File: config.mk
export PLATFORM = sky130hd
export DESIGN_NAME = branch_control_unit
export DESIGN_NICKNAME = d
export VERILOG_FILES = /design/src/rtl/branch_pkg.sv /design/src/rtl/branch_target_calc.sv /design/src/rtl/byte_compare.sv /design/src/rtl/branch_control_unit.sv
export VERILOG_INCLUDE_DIRS = /design/src /design/src/rtl
export SDC_FILE = /design/constraint.sdc
export NUM_CORES = 1
export LEC_CHECK = 0
export BUFFER_PORTS_ARGS = -buffer_cell sky130_fd_sc_hd__buf_2
export CAP_MARGIN = 30
export CORE_MARGIN = 3
export CORE_UTILIZATION = 55
export CTS_BUF_LIST = sky130_fd_sc_hd__clkbuf_4
export CTS_CLUSTER_SIZE = 14
export DETAILED_ROUTE_END_ITERATION = 12
export HOLD_SLACK_MARGIN = 0.05
export PLACE_DENSITY = 0.79
export SYNTH_ARGS = -nofsm -noshare
export SYNTH_HDL_FRONTEND = slang
export SYNTH_SLANG_ARGS = --single-unit
File: constraint.sdc
create_clock -name clk -period 3.8 [get_ports clk]
set_input_delay 0.38 -clock clk [delete_from_list [all_inputs] [get_ports clk]]
set_output_delay 0.38 -clock clk [all_outputs]
set_load 0.01 [all_outputs]
File: src/rtl/branch_params.svh
// named constants of the program-flow unit: timing, opcodes, field positions
// assumes a 200 MHz core clock and 16-bit program addresses
`ifndef BRANCH_PARAMS_SVH
`define BRANCH_PARAMS_SVH

// timing, all figures in nanoseconds
`define CLK_PERIOD_NS      5
`define MC_TIME_NS         1000
`define NOP_TIME_NS        1000
`define FLOW_TIME_NS       2000

// widths
`define ADDR_W             16
`define PAGE_W             11
`define DIV_W              8
`define MCS_W              4

// opcodes with a fixed encoding
`define OPC_NO_OPERATION   8'h00
`define OPC_LONG_JUMP      8'h02
`define OPC_LONG_CALL      8'h12
`define OPC_SUB_RETURN     8'h22
`define OPC_INT_RETURN     8'h32
`define OPC_JUMP_ACC_ZERO  8'h60
`define OPC_JUMP_ACC_NZ    8'h70
`define OPC_TABLE_JUMP     8'h73
`define OPC_SHORT_JUMP     8'h80
`define OPC_CMP_ACC_IMM    8'hB4
`define OPC_CMP_ACC_DIR    8'hB5
`define OPC_DEC_DIRECT     8'hD5

// opcodes that carry a field in their low or high bits
`define PAGE_OPC_MASK      8'h1F
`define OPC_PAGE_JUMP      8'h01
`define OPC_PAGE_CALL      8'h11
`define REG_OPC_MASK       8'hF8
`define OPC_CMP_REG        8'hB8
`define OPC_DEC_REG        8'hD8
`define IND_OPC_MASK       8'hFE
`define OPC_CMP_IND        8'hB6
`define PAGE_HI_MSB        7
`define PAGE_HI_LSB        5

`endif

File: src/rtl/branch_pkg.sv
// types shared by the program-flow unit and its helpers
// assumes branch_params.svh is on the include path
`default_nettype none
`include "branch_params.svh"

package branch_pkg;

  // instruction classes handled by the unit
  typedef enum logic [3:0] {
    KIND_NONE,
    KIND_NO_OPERATION,
    KIND_SHORT_REL,
    KIND_LONG_ABS,
    KIND_PAGE_JUMP,
    KIND_LONG_CALL,
    KIND_PAGE_CALL,
    KIND_SUB_RETURN,
    KIND_INT_RETURN,
    KIND_ACC_ZERO,
    KIND_ACC_NONZERO,
    KIND_DEC_REG,
    KIND_DEC_DIRECT,
    KIND_COMPARE,
    KIND_TABLE_JUMP
  } instr_kind_t;

  // sequencing states
  typedef enum logic [2:0] {
    ST_IDLE,
    ST_PUSH_LO,
    ST_PUSH_HI,
    ST_POP_HI,
    ST_POP_LO,
    ST_CAP_HI,
    ST_CAP_LO,
    ST_WAIT
  } flow_state_t;

  // complete state of the unit
  typedef struct packed {
    flow_state_t         st;
    instr_kind_t         kind;
    logic [`DIV_W-1:0]   div;
    logic [`MCS_W-1:0]   mcs_left;
    logic [`ADDR_W-1:0]  target;
    logic [`ADDR_W-1:0]  ret_addr;
    logic                taken;
    logic                carry;
    logic [7:0]          dec_val;
    logic                in_intr;
    logic                busy;
    logic                done;
    logic                pc_load;
    logic [`ADDR_W-1:0]  pc_out;
    logic                push;
    logic                pop;
    logic [7:0]          wdata;
    logic                carry_we;
    logic                carry_out;
    logic                dec_we;
    logic [7:0]          dec_out;
    logic                intr_done;
  } flow_reg_t;

endpackage

`default_nettype wire

File: src/rtl/branch_target_calc.sv
// destination address former for every jump, call and branch form
// assumes next_pc already points past the whole instruction
`default_nettype none
`include "branch_params.svh"

module branch_target_calc (
  // instruction
  input  wire branch_pkg::instr_kind_t kind,
  input  wire logic [7:0]              opcode,
  input  wire logic [7:0]              byte1,
  input  wire logic [7:0]              byte2,
  input  wire logic [`ADDR_W-1:0]      next_pc,
  // operands
  input  wire logic [7:0]              acc,
  input  wire logic [`ADDR_W-1:0]      data_pointer_register,
  // result
  output logic      [`ADDR_W-1:0]      target
);

  // signed offset added to the following address, wraps in 64K
  function automatic logic [`ADDR_W-1:0] rel_target(input logic [`ADDR_W-1:0] pc,
                                                    input logic [7:0] ofs);
    rel_target = pc + {{(`ADDR_W-8){ofs[7]}}, ofs};
  endfunction

  // pick the address form that the class carries
  always_comb begin
    unique case (kind)
      branch_pkg::KIND_SHORT_REL, branch_pkg::KIND_ACC_ZERO, branch_pkg::KIND_ACC_NONZERO,
      branch_pkg::KIND_DEC_REG:
        target = rel_target(next_pc, byte1);
      branch_pkg::KIND_DEC_DIRECT, branch_pkg::KIND_COMPARE:
        target = rel_target(next_pc, byte2);
      branch_pkg::KIND_LONG_ABS, branch_pkg::KIND_LONG_CALL:
        target = {byte1, byte2};
      branch_pkg::KIND_PAGE_JUMP, branch_pkg::KIND_PAGE_CALL:
        target = {next_pc[`ADDR_W-1:`PAGE_W],
                  opcode[`PAGE_HI_MSB:`PAGE_HI_LSB], byte1};
      branch_pkg::KIND_TABLE_JUMP:
        target = data_pointer_register + {8'h00, acc};
      default:
        target = next_pc;
    endcase
  end

endmodule // branch_target_calc

`default_nettype wire

File: src/rtl/byte_compare.sv
// condition logic: accumulator zero test, decrement test, unsigned compare
// assumes operands were fetched by the core before the instruction starts
`default_nettype none

module byte_compare (
  // instruction class
  input  wire branch_pkg::instr_kind_t kind,
  // operands
  input  wire logic [7:0]              acc,
  input  wire logic [7:0]              first_byte,
  input  wire logic [7:0]              second_byte,
  // results
  output logic                         taken,
  output logic                         carry,
  output logic [7:0]                   dec_value
);

  // decision per class
  always_comb begin
    dec_value = first_byte - 8'h01;
    carry     = first_byte < second_byte;
    unique case (kind)
      branch_pkg::KIND_ACC_ZERO:    taken = (acc == 8'h00);
      branch_pkg::KIND_ACC_NONZERO: taken = (acc != 8'h00);
      branch_pkg::KIND_DEC_REG,
      branch_pkg::KIND_DEC_DIRECT:  taken = (dec_value != 8'h00);
      branch_pkg::KIND_COMPARE:     taken = (first_byte != second_byte);
      branch_pkg::KIND_NONE,
      branch_pkg::KIND_NO_OPERATION: taken = 1'b0;
      default:                      taken = 1'b1;
    endcase
  end

endmodule // byte_compare

`default_nettype wire

File: src/rtl/branch_control_unit.sv
// program-flow unit: decodes jumps, calls, returns and branches, forms the
// next program counter, drives the return stack and the compare carry
// assumes the core supplies fetched bytes, operands and a one-cycle stack
`default_nettype none
`include "branch_params.svh"

// Operation
// - short relative jump: opcode plus one offset byte, reach -128..+127
// - long jump: opcode plus two bytes, full 16-bit target
// - in-page jump: opcode holds upper 3 of 11 bits, next byte low 8
// - in-page jump swaps low 11 pc bits, keeps upper 5
// - table jump loads pc with data pointer plus accumulator
// - long call takes a full 16-bit subroutine address
// - in-page call stays in the 2K block of the next instruction
// - subroutine return resumes after the entering call
// - interrupt return also signals completion if an interrupt was active at its start, else acts as plain return
// - all conditional jumps use a relative offset, -128..+127
// - no zero flag; zero tests look straight at the accumulator
// - decrement a byte, branch only when result nonzero
// - compare two bytes, branch only when they differ
// - compare is unsigned; carry set when first is below second
// - no-operation takes 1 us, every flow instruction 2 us
// - offset is signed, added to following address only when taken
module branch_control_unit #(
  parameter int unsigned MC_CLKS  = `MC_TIME_NS / `CLK_PERIOD_NS,
  parameter int unsigned NOP_MCS  = `NOP_TIME_NS / `MC_TIME_NS,
  parameter int unsigned FLOW_MCS = `FLOW_TIME_NS / `MC_TIME_NS
) (
  // clock and reset
  input  wire logic                clk,
  input  wire logic                rst,
  // instruction from the fetch path
  input  wire logic                instr_valid,
  input  wire logic [7:0]          opcode,
  input  wire logic [7:0]          byte1,
  input  wire logic [7:0]          byte2,
  input  wire logic [`ADDR_W-1:0]  next_pc,
  // operands from accumulator and register file
  input  wire logic [7:0]          acc,
  input  wire logic [`ADDR_W-1:0]  data_pointer_register,
  input  wire logic [7:0]          first_byte,
  input  wire logic [7:0]          second_byte,
  // interrupt controller
  input  wire logic                intr_active,
  output logic                     intr_done,
  // stack
  output logic                     stack_push,
  output logic                     stack_pop,
  output logic [7:0]               stack_wdata,
  input  wire logic [7:0]          stack_rdata,
  // program counter
  output logic                     busy,
  output logic                     done,
  output logic                     pc_load,
  output logic [`ADDR_W-1:0]       pc_out,
  // status word carry and decremented byte
  output logic                     carry_we,
  output logic                     carry_out,
  output logic                     dec_we,
  output logic [7:0]               dec_out
);

  // refuse settings the counters cannot hold, and machine cycles too short for stack traffic
  if (MC_CLKS < 2 || MC_CLKS > (1 << `DIV_W)) begin : g_bad_div
    $error("MC_CLKS out of range");
  end
  if (NOP_MCS < 1 || FLOW_MCS < 1 || FLOW_MCS >= (1 << `MCS_W) ||
      NOP_MCS >= (1 << `MCS_W)) begin : g_bad_mcs
    $error("machine cycle counts out of range");
  end
  if (MC_CLKS < 8) begin : g_short_mc
    $error("MC_CLKS too small for stack traffic");
  end

  localparam logic [`DIV_W-1:0] DIV_LAST = `DIV_W'(MC_CLKS - 1);
  localparam logic [`MCS_W-1:0] NOP_LEN  = `MCS_W'(NOP_MCS);
  localparam logic [`MCS_W-1:0] FLOW_LEN = `MCS_W'(FLOW_MCS);

  branch_pkg::flow_reg_t     cur;
  branch_pkg::flow_reg_t     next_cur;
  branch_pkg::instr_kind_t   dec_kind;
  logic [`ADDR_W-1:0]        calc_target;
  logic                      cond_taken;
  logic                      cond_carry;
  logic [7:0]                cond_dec;
  logic                      mc_tick;

  // opcode classification
  function automatic branch_pkg::instr_kind_t decode_kind(input logic [7:0] op);
    branch_pkg::instr_kind_t k;
    k = branch_pkg::KIND_NONE;
    if (op == `OPC_NO_OPERATION)                         k = branch_pkg::KIND_NO_OPERATION;
    else if (op == `OPC_SHORT_JUMP)                      k = branch_pkg::KIND_SHORT_REL;
    else if (op == `OPC_LONG_JUMP)                       k = branch_pkg::KIND_LONG_ABS;
    else if (op == `OPC_LONG_CALL)                       k = branch_pkg::KIND_LONG_CALL;
    else if (op == `OPC_SUB_RETURN)                      k = branch_pkg::KIND_SUB_RETURN;
    else if (op == `OPC_INT_RETURN)                      k = branch_pkg::KIND_INT_RETURN;
    else if (op == `OPC_TABLE_JUMP)                      k = branch_pkg::KIND_TABLE_JUMP;
    else if (op == `OPC_JUMP_ACC_ZERO)                   k = branch_pkg::KIND_ACC_ZERO;
    else if (op == `OPC_JUMP_ACC_NZ)                     k = branch_pkg::KIND_ACC_NONZERO;
    else if (op == `OPC_DEC_DIRECT)                      k = branch_pkg::KIND_DEC_DIRECT;
    else if ((op & `REG_OPC_MASK) == `OPC_DEC_REG)       k = branch_pkg::KIND_DEC_REG;
    else if (op == `OPC_CMP_ACC_IMM || op == `OPC_CMP_ACC_DIR ||
             (op & `IND_OPC_MASK) == `OPC_CMP_IND ||
             (op & `REG_OPC_MASK) == `OPC_CMP_REG)      k = branch_pkg::KIND_COMPARE;
    else if ((op & `PAGE_OPC_MASK) == `OPC_PAGE_JUMP)    k = branch_pkg::KIND_PAGE_JUMP;
    else if ((op & `PAGE_OPC_MASK) == `OPC_PAGE_CALL)    k = branch_pkg::KIND_PAGE_CALL;
    return k;
  endfunction

  assign dec_kind = decode_kind(opcode);

  // destination address for the arriving instruction
  branch_target_calc u_target (
    .kind                  (dec_kind),
    .opcode                (opcode),
    .byte1                 (byte1),
    .byte2                 (byte2),
    .next_pc               (next_pc),
    .acc                   (acc),
    .data_pointer_register (data_pointer_register),
    .target                (calc_target)
  );

  // branch condition, carry and decrement for the arriving instruction
  byte_compare u_cond (
    .kind        (dec_kind),
    .acc         (acc),
    .first_byte  (first_byte),
    .second_byte (second_byte),
    .taken       (cond_taken),
    .carry       (cond_carry),
    .dec_value   (cond_dec)
  );

  // machine-cycle enable from the divider
  assign mc_tick = (cur.st != branch_pkg::ST_IDLE) && (cur.div == DIV_LAST);

  // next-state logic
  always_comb begin
    next_cur           = cur;
    next_cur.done      = 1'b0;
    next_cur.pc_load   = 1'b0;
    next_cur.push      = 1'b0;
    next_cur.pop       = 1'b0;
    next_cur.carry_we  = 1'b0;
    next_cur.dec_we    = 1'b0;
    next_cur.intr_done = 1'b0;

    // divider and machine-cycle countdown run while busy
    if (cur.st != branch_pkg::ST_IDLE) begin
      if (mc_tick) begin
        next_cur.div      = '0;
        next_cur.mcs_left = cur.mcs_left - `MCS_W'(1);
      end else begin
        next_cur.div = cur.div + `DIV_W'(1);
      end
    end

    unique case (cur.st)
      branch_pkg::ST_IDLE: begin
        if (instr_valid) begin
          next_cur.kind     = dec_kind;
          next_cur.target   = calc_target;
          next_cur.ret_addr = next_pc;
          next_cur.taken    = cond_taken;
          next_cur.carry    = cond_carry;
          next_cur.dec_val  = cond_dec;
          next_cur.in_intr  = intr_active;
          next_cur.div      = '0;
          next_cur.busy     = 1'b1;
          // length in machine cycles
          if (dec_kind == branch_pkg::KIND_NO_OPERATION || dec_kind == branch_pkg::KIND_NONE)
            next_cur.mcs_left = NOP_LEN;
          else
            next_cur.mcs_left = FLOW_LEN;
          unique case (dec_kind)
            branch_pkg::KIND_LONG_CALL, branch_pkg::KIND_PAGE_CALL:
              next_cur.st = branch_pkg::ST_PUSH_LO;
            branch_pkg::KIND_SUB_RETURN, branch_pkg::KIND_INT_RETURN:
              next_cur.st = branch_pkg::ST_POP_HI;
            default:
              next_cur.st = branch_pkg::ST_WAIT;
          endcase
        end
      end
      // return address onto the stack, low byte first
      branch_pkg::ST_PUSH_LO: begin
        next_cur.push  = 1'b1;
        next_cur.wdata = cur.ret_addr[7:0];
        next_cur.st    = branch_pkg::ST_PUSH_HI;
      end
      branch_pkg::ST_PUSH_HI: begin
        next_cur.push  = 1'b1;
        next_cur.wdata = cur.ret_addr[`ADDR_W-1:8];
        next_cur.st    = branch_pkg::ST_WAIT;
      end
      // two pops; data follows each pop by one cycle
      branch_pkg::ST_POP_HI: begin
        next_cur.pop = 1'b1;
        next_cur.st  = branch_pkg::ST_POP_LO;
      end
      branch_pkg::ST_POP_LO: begin
        next_cur.pop = 1'b1;
        next_cur.st  = branch_pkg::ST_CAP_HI;
      end
      branch_pkg::ST_CAP_HI: begin
        next_cur.target[`ADDR_W-1:8] = stack_rdata;
        next_cur.st                  = branch_pkg::ST_CAP_LO;
      end
      branch_pkg::ST_CAP_LO: begin
        next_cur.target[7:0] = stack_rdata;
        next_cur.st          = branch_pkg::ST_WAIT;
      end
      // hold until the last machine cycle ends, then retire
      branch_pkg::ST_WAIT: begin
        if (mc_tick && cur.mcs_left == `MCS_W'(1)) begin
          next_cur.st      = branch_pkg::ST_IDLE;
          next_cur.busy    = 1'b0;
          next_cur.done    = 1'b1;
          next_cur.pc_load = cur.taken;
          next_cur.pc_out  = cur.target;
          next_cur.carry_we  = (cur.kind == branch_pkg::KIND_COMPARE);
          next_cur.carry_out = cur.carry;
          next_cur.dec_we  = (cur.kind == branch_pkg::KIND_DEC_REG) ||
                             (cur.kind == branch_pkg::KIND_DEC_DIRECT);
          next_cur.dec_out = cur.dec_val;
          next_cur.intr_done = (cur.kind == branch_pkg::KIND_INT_RETURN) &&
                               cur.in_intr;
        end
      end
      default: next_cur.st = branch_pkg::ST_IDLE;
    endcase
  end

  // state register
  always_ff @(posedge clk or posedge rst) begin
    if (rst) begin
      cur <= '{st: branch_pkg::ST_IDLE, kind: branch_pkg::KIND_NONE, default: '0};
    end else begin
      cur <= next_cur;
    end
  end

  // outputs straight from the state flops
  assign busy        = cur.busy;
  assign done        = cur.done;
  assign pc_load     = cur.pc_load;
  assign pc_out      = cur.pc_out;
  assign stack_push  = cur.push;
  assign stack_pop   = cur.pop;
  assign stack_wdata = cur.wdata;
  assign carry_we    = cur.carry_we;
  assign carry_out   = cur.carry_out;
  assign dec_we      = cur.dec_we;
  assign dec_out     = cur.dec_out;
  assign intr_done   = cur.intr_done;

endmodule // branch_control_unit

`default_nettype wire

# Word-level counts from Yosys, hierarchy flattened
# Index checks and enable logic that the tools add are counted.
# word_totals
input_bits	92
out_inout_bits	41
wordCells	147
regBits	103
# classes
n_reduce_logical	36
mux	35
eq_ne	46
magnitude_cmp	1
add_sub_neg	6
# ops
operator	n
16-bit one-hot mux with 5 select lines	1
63-bit two-way mux	1
4-bit two-way mux	13
12-bit two-way mux	4
8-bit one-hot mux with 2 select lines	3
4-bit == test (second input constant)	11
8-bit == test (second input constant)	5
16-bit adder	2
8-bit by 7-bit == test with 1-bit output (second input constant)	3
3-bit one-hot mux with 7 select lines	1
2-bit OR reduction	10
19-bit two-way mux	1
18-bit two-way mux	1
16-bit by 8-bit adder with 16-bit output	1
4-bit by 3-bit == test with 1-bit output (second input constant)	4
8-bit by 6-bit == test with 1-bit output (second input constant)	2
8-bit logical NOT	2
8-bit nonzero test	2
5-bit == test (second input constant)	3
3-bit == test (second input constant)	4
2-bit AND reduction	5
3-bit two-way mux	3
8-bit by 1-bit adder with 8-bit output (second input constant)	1
4-bit by 1-bit == test with 1-bit output (second input constant)	2
26 further kinds	39

# Depth between registers and ports, before layout
# depth
ltp_word	21
mapped_depth	16
ltp_nobuf	15

# Hierarchy
# A second synthesis with hierarchy kept.
# hier_totals
hier_cells	788
hier_area_um2	7134.3
# modules_own_cells
mod	area_each_um2	cells_per_inst	n_inst	seq_area_each_um2
branch_control_unit	4864.7	488	1	2577.5
branch_target_calc	1809.2	239	1	0.0
byte_compare	460.4	61	1	0.0

# Worst setup path after synthesis
# No wires, ideal clock.
# synth_path
kind	in2reg
from	in opcode[3]
to	reg cur[80] in the netlist's numbering
stages	16
setup_ns	0.124
setup_slack_ns	0.124
path_buffers	1
required_ns	3.676
arrival_time_ns	3.552
cell_sequence	buf_6 -> or2_2 -> and2_1 -> nor2_1 -> mux2_2 -> ha_1 -> inv_1 -> fa_1 -> nand3b_1 -> a21oi_1 -> o211ai_1 -> a31oi_1 -> a21o_1 -> a21oi_1 -> xnor2_1 -> a211o_1
# synth_via
elab_chain_cells	21
elab_cells_between_ends	52
classes_between	27 x eq/ne; 17 x mux; 8 x reduce/logical
# synth_lines
item	line	source
from (decl)	branch_control_unit.sv:34	input wire logic [7:0] opcode,
8-bit == test (no line)	n/a	
1-bit logical OR (no line) (3 in a row)	n/a	
4-bit two-way mux	branch_control_unit.sv:103	else if (op == `OPC_CMP_ACC_IMM || op == `OPC_CMP_ACC_DIR ||
4-bit two-way mux	branch_control_unit.sv:102	else if ((op & `REG_OPC_MASK) == `OPC_DEC_REG) k = branch_pkg::KIND_DEC_REG;
4-bit two-way mux	branch_control_unit.sv:101	else if (op == `OPC_DEC_DIRECT) k = branch_pkg::KIND_DEC_DIRECT;
4-bit two-way mux	branch_control_unit.sv:100	else if (op == `OPC_JUMP_ACC_NZ) k = branch_pkg::KIND_ACC_NONZERO;
4-bit two-way mux	branch_control_unit.sv:99	else if (op == `OPC_JUMP_ACC_ZERO) k = branch_pkg::KIND_ACC_ZERO;
4-bit two-way mux	branch_control_unit.sv:98	else if (op == `OPC_TABLE_JUMP) k = branch_pkg::KIND_TABLE_JUMP;
[3 not listed]	n/a	
4-bit two-way mux	branch_control_unit.sv:94	else if (op == `OPC_LONG_JUMP) k = branch_pkg::KIND_LONG_ABS;
4-bit two-way mux	branch_control_unit.sv:93	else if (op == `OPC_SHORT_JUMP) k = branch_pkg::KIND_SHORT_REL;
4-bit two-way mux *	branch_control_unit.sv:92	if (op == `OPC_NO_OPERATION) k = branch_pkg::KIND_NO_OPERATION;
4-bit by 2-bit == test with 1-bit output (tied with other cells)	branch_target_calc.sv:28	unique case (kind)
4-bit OR reduction / 2-bit OR reduction (equally long branches)	branch_target_calc.sv:28	
16-bit one-hot mux with 5 select lines *	branch_target_calc.sv:28	
63-bit two-way mux *	branch_control_unit.sv:162	if (instr_valid) begin
8-bit one-hot mux with 2 select lines *	branch_control_unit.sv:160	unique case (cur.st)
to (signal assigned)	branch_control_unit.sv:241	cur <= next_cur;
to (decl)	branch_control_unit.sv:79	branch_pkg::flow_reg_t cur;
# Every way passes the cells marked *; elsewhere a longest branch is shown, timed or not. The select of a mux whose other input is x is not followed.
# A chain may end at the register's enable or synchronous reset.

# Worst setup path in the final report
# layout_path
from	in opcode[5]
to	reg cur[79] in the netlist's numbering
# Same word-level chain as after synthesis.

==> reports/results.tsv <==
metric	value	unit
status	finished, final reports clean	
Num CTS Buffers	9	
drt total wl	18500	um
drt drc	0	
Critical Path RT	4150	ps
crit-path max FO	10	
Hold Vio Cnt, Final	0	
DP HPWL	14700	um
I/O pins	133	
CTS Buffer Depth	2	
later-pin clock latency in the skew report	460	ps
share of the synthesized area in the top cell type	0.367	
nets	1044	
CTS tree	yes	
final setup fails	0	
maxcap violations	0	
setup bufs post-CTS	0	
Core Area	12300	um2
Max transition margin	0.414	
Seq cells post-synth	103	
CP Launch Type	input pin	
crit path time final	3300	ps
R2R Path Start	cur[102]$_DFFE_PP0P_	
Setup CP Type	input pin to flip-flop	
DR pass1 iterations	6	
Pwr Density	270	nW/um2
routed length per instance	17.1	um
Initial DRC Count	584	
grt ovf	0	
Tcrit/Tclk final	0.868	
Worst Setup Slack, final	501	ps
total clock sinks	103	
number of flops mapped to enable cells by yosys	0	
Die Ht	119	um
leading area contributor after synthesis	dfrtp_1	
HP Class	input pin to async pin	
post-layout util	0.640	
Fmax achieved	0.303	GHz
Gate Count Post-Synth	811	
Fillers	1065	
Worst Setup SP	opcode[5]	
pre-CTS WS	47.0	ps
RePlAce Congestion	0.940	
Pleak	3.89	nW
initial antenna violation count	2	
Area contributors post-synth	dfrtp_1 37%, nand2_1 8.3%, ha_1 6.9%	
Antenna Nets Post-Route	0	
pin count of the biggest net entering global routing	67	
ys async rst share	1.00	
routed vias/inst	5.93	
mapped cell area	7030	um2
cts repair resizes	0	
synth warn	0	
# port buffers	132	
dominant synthesized flop cell	dfrtp_1	
first-pass GRT wire length	29900	um
Worst R2R Setup Slack	840	ps
CP Data Arrival Time	3650	ps
vias in the first global route	6004	
Synth Net Count	944	
setup skew after layout	11.5	ps
Unique masters post-synth	68	
Peak VDD IR	0.142	mV
Initial Util	0.573	
Total GRT Usage	0.260	
RSZ-0062 raised after global routing	false	
r2r worst-path depth	8	
Die Span X	119	um
area grow syn2layout	11.7	%
share of layout cells above drive strength 1	0.226	
Clk pin slew, worst setup/hold paths	150	ps
Fin Setup TNS	0	ps
Die Footprint	14200	um2
Worst Tran Pin Value	867	ps
via count	6432	
Mapped Avg Cell Area	8.67	um2
hold_buf cts	0	
Reg2Reg Capture Point	cur[76]$_DFFE_PP0P_	
Seq/Total Area, Yosys	0.367	
CTS H-tree lvls	3	
endpoint type of the worst setup path	flip-flop	
Slew Viols, Final	0	
# rows	40	
Root Buffer	clkbuf_4	
## flip-flops by register name (all words and copies together), names as in the netlist, 8 cells and up
register     flops
dec_out          8
pc_out          16
stack_wdata      8
cur             62
## worst max-delay path, cell delays in order
cell      delay, ps
buf_2           100
buf_4           160
and4b_1         200
and2_1          160
nor2_1          100
buf_4           180
mux2_2          360
ha_1            340
o21ai_0         130
o21a_1          200
o31ai_1         420
nor2_1          130
o21ai_0         260
xor2_1          100
a221oi_1        320
o21ai_1         100
## placed cells by master, fill, tap and decap left out, types with 11 or more instances in the layout
cell and count:
buf_4 25, nor2_1 44, a31oi_1 12, xnor2_1 23, inv_1 25, xor2_1 18, o22ai_1 15, a222oi_1 11
ha_1 39, nand2_1 156, nor3_1 15, a21oi_1 26, buf_2 132, o21ai_0 51, mux2_2 17, dfrtp_1 103
nand3_1 21
## final cells by class
type                    instances  area, um2  share of cell area
well taps                     168        210              0.0268
clock inverters                 6       68.8             0.00877
multi-input cells             613       3960               0.505
repair buffers                157        848               0.108
clock buffers                  10       75.1             0.00956
diodes                          1       2.50            0.000319
flip-flops and latches        103       2580               0.328
inverters                      27        104              0.0132
## how the worst max path moves through the flow
| stage | end | slack, ps | cells after the start |
|---|---|---|---|
| 6_report | cur[79]$_DFFE_PP0P_ | 500 | 16 |
| 5_1_grt | cur[80]$_DFFE_PP0P_ | 290 | 18 |
| 4_1_cts | cur[79]$_DFFE_PP0P_ | 570 | 16 |
| 3_5_place_dp | cur[79]$_DFFE_PP0P_ | 50 | 16 |
| 3_3_place_gp | cur[80]$_DFFE_PP0P_ | 110 | 18 |
| 2_1_floorplan | cur[80]$_DFFE_PP0P_ | 120 | 16 |
## synthesized netlist by cell type, types with 11 or more instances
library cell	number
a21oi_1	26
a222oi_1	11
a31oi_1	12
buf_4	32
clkbuf_1	26
dfrtp_1	103
ha_1	39
inv_1	26
mux2_2	17
nand2_1	156
nand3_1	21
nor2_1	44
nor3_1	15
o21ai_0	51
o22ai_1	15
xnor2_1	23
xor2_1	18
## per-stage QoR
step / hold slack [ps] / std cells / power [mW] / cell area (um2)
floorplan: 437 / 811 / 1.40 / 7030
global placement: 446 / 1068 / 1.56 / 7700
detailed placement: 454 / 1068 / 1.56 / 7700
CTS: 50.4 / 1084 / 2.12 / 7850
global route: 89.7 / 1085 / 2.21 / 7850
finish: 50.3 / 1085 / 2.12 / 7850
## logic make-up (layout without fill, tap and decap cells)
logic type | after synthesis | in the layout | synth area share
simple gates | 310 | 310 | 0.208
compound gates | 200 | 200 | 0.195
flops | 103 | 103 | 0.367
buf+inv | 95 | 200 | 0.0703
fa+ha+maj | 41 | 41 | 0.0751
xor+xnor | 41 | 41 | 0.0511
mux | 21 | 21 | 0.0329
other cells | 0 | 1 | 0
## routing by layer
layer  GRT usage  share of wire  up-vias
met3      0.0465          0.076       37
li1            -              -     3109
met4      0.0782          0.021        2
met1       0.372           0.46     3003
met5           0        0.00038        -
met2       0.404           0.45      281
## power breakdown
group          total, mW  internal [mW]  switching, mW  leakage (nW)
logic              0.435          0.186          0.249          2.43
clock network      0.570          0.213          0.357        0.0774
registers           1.11           1.10        0.00618          1.38
total               2.12           1.50          0.613          3.89
(Power assumes the default switching activity.)
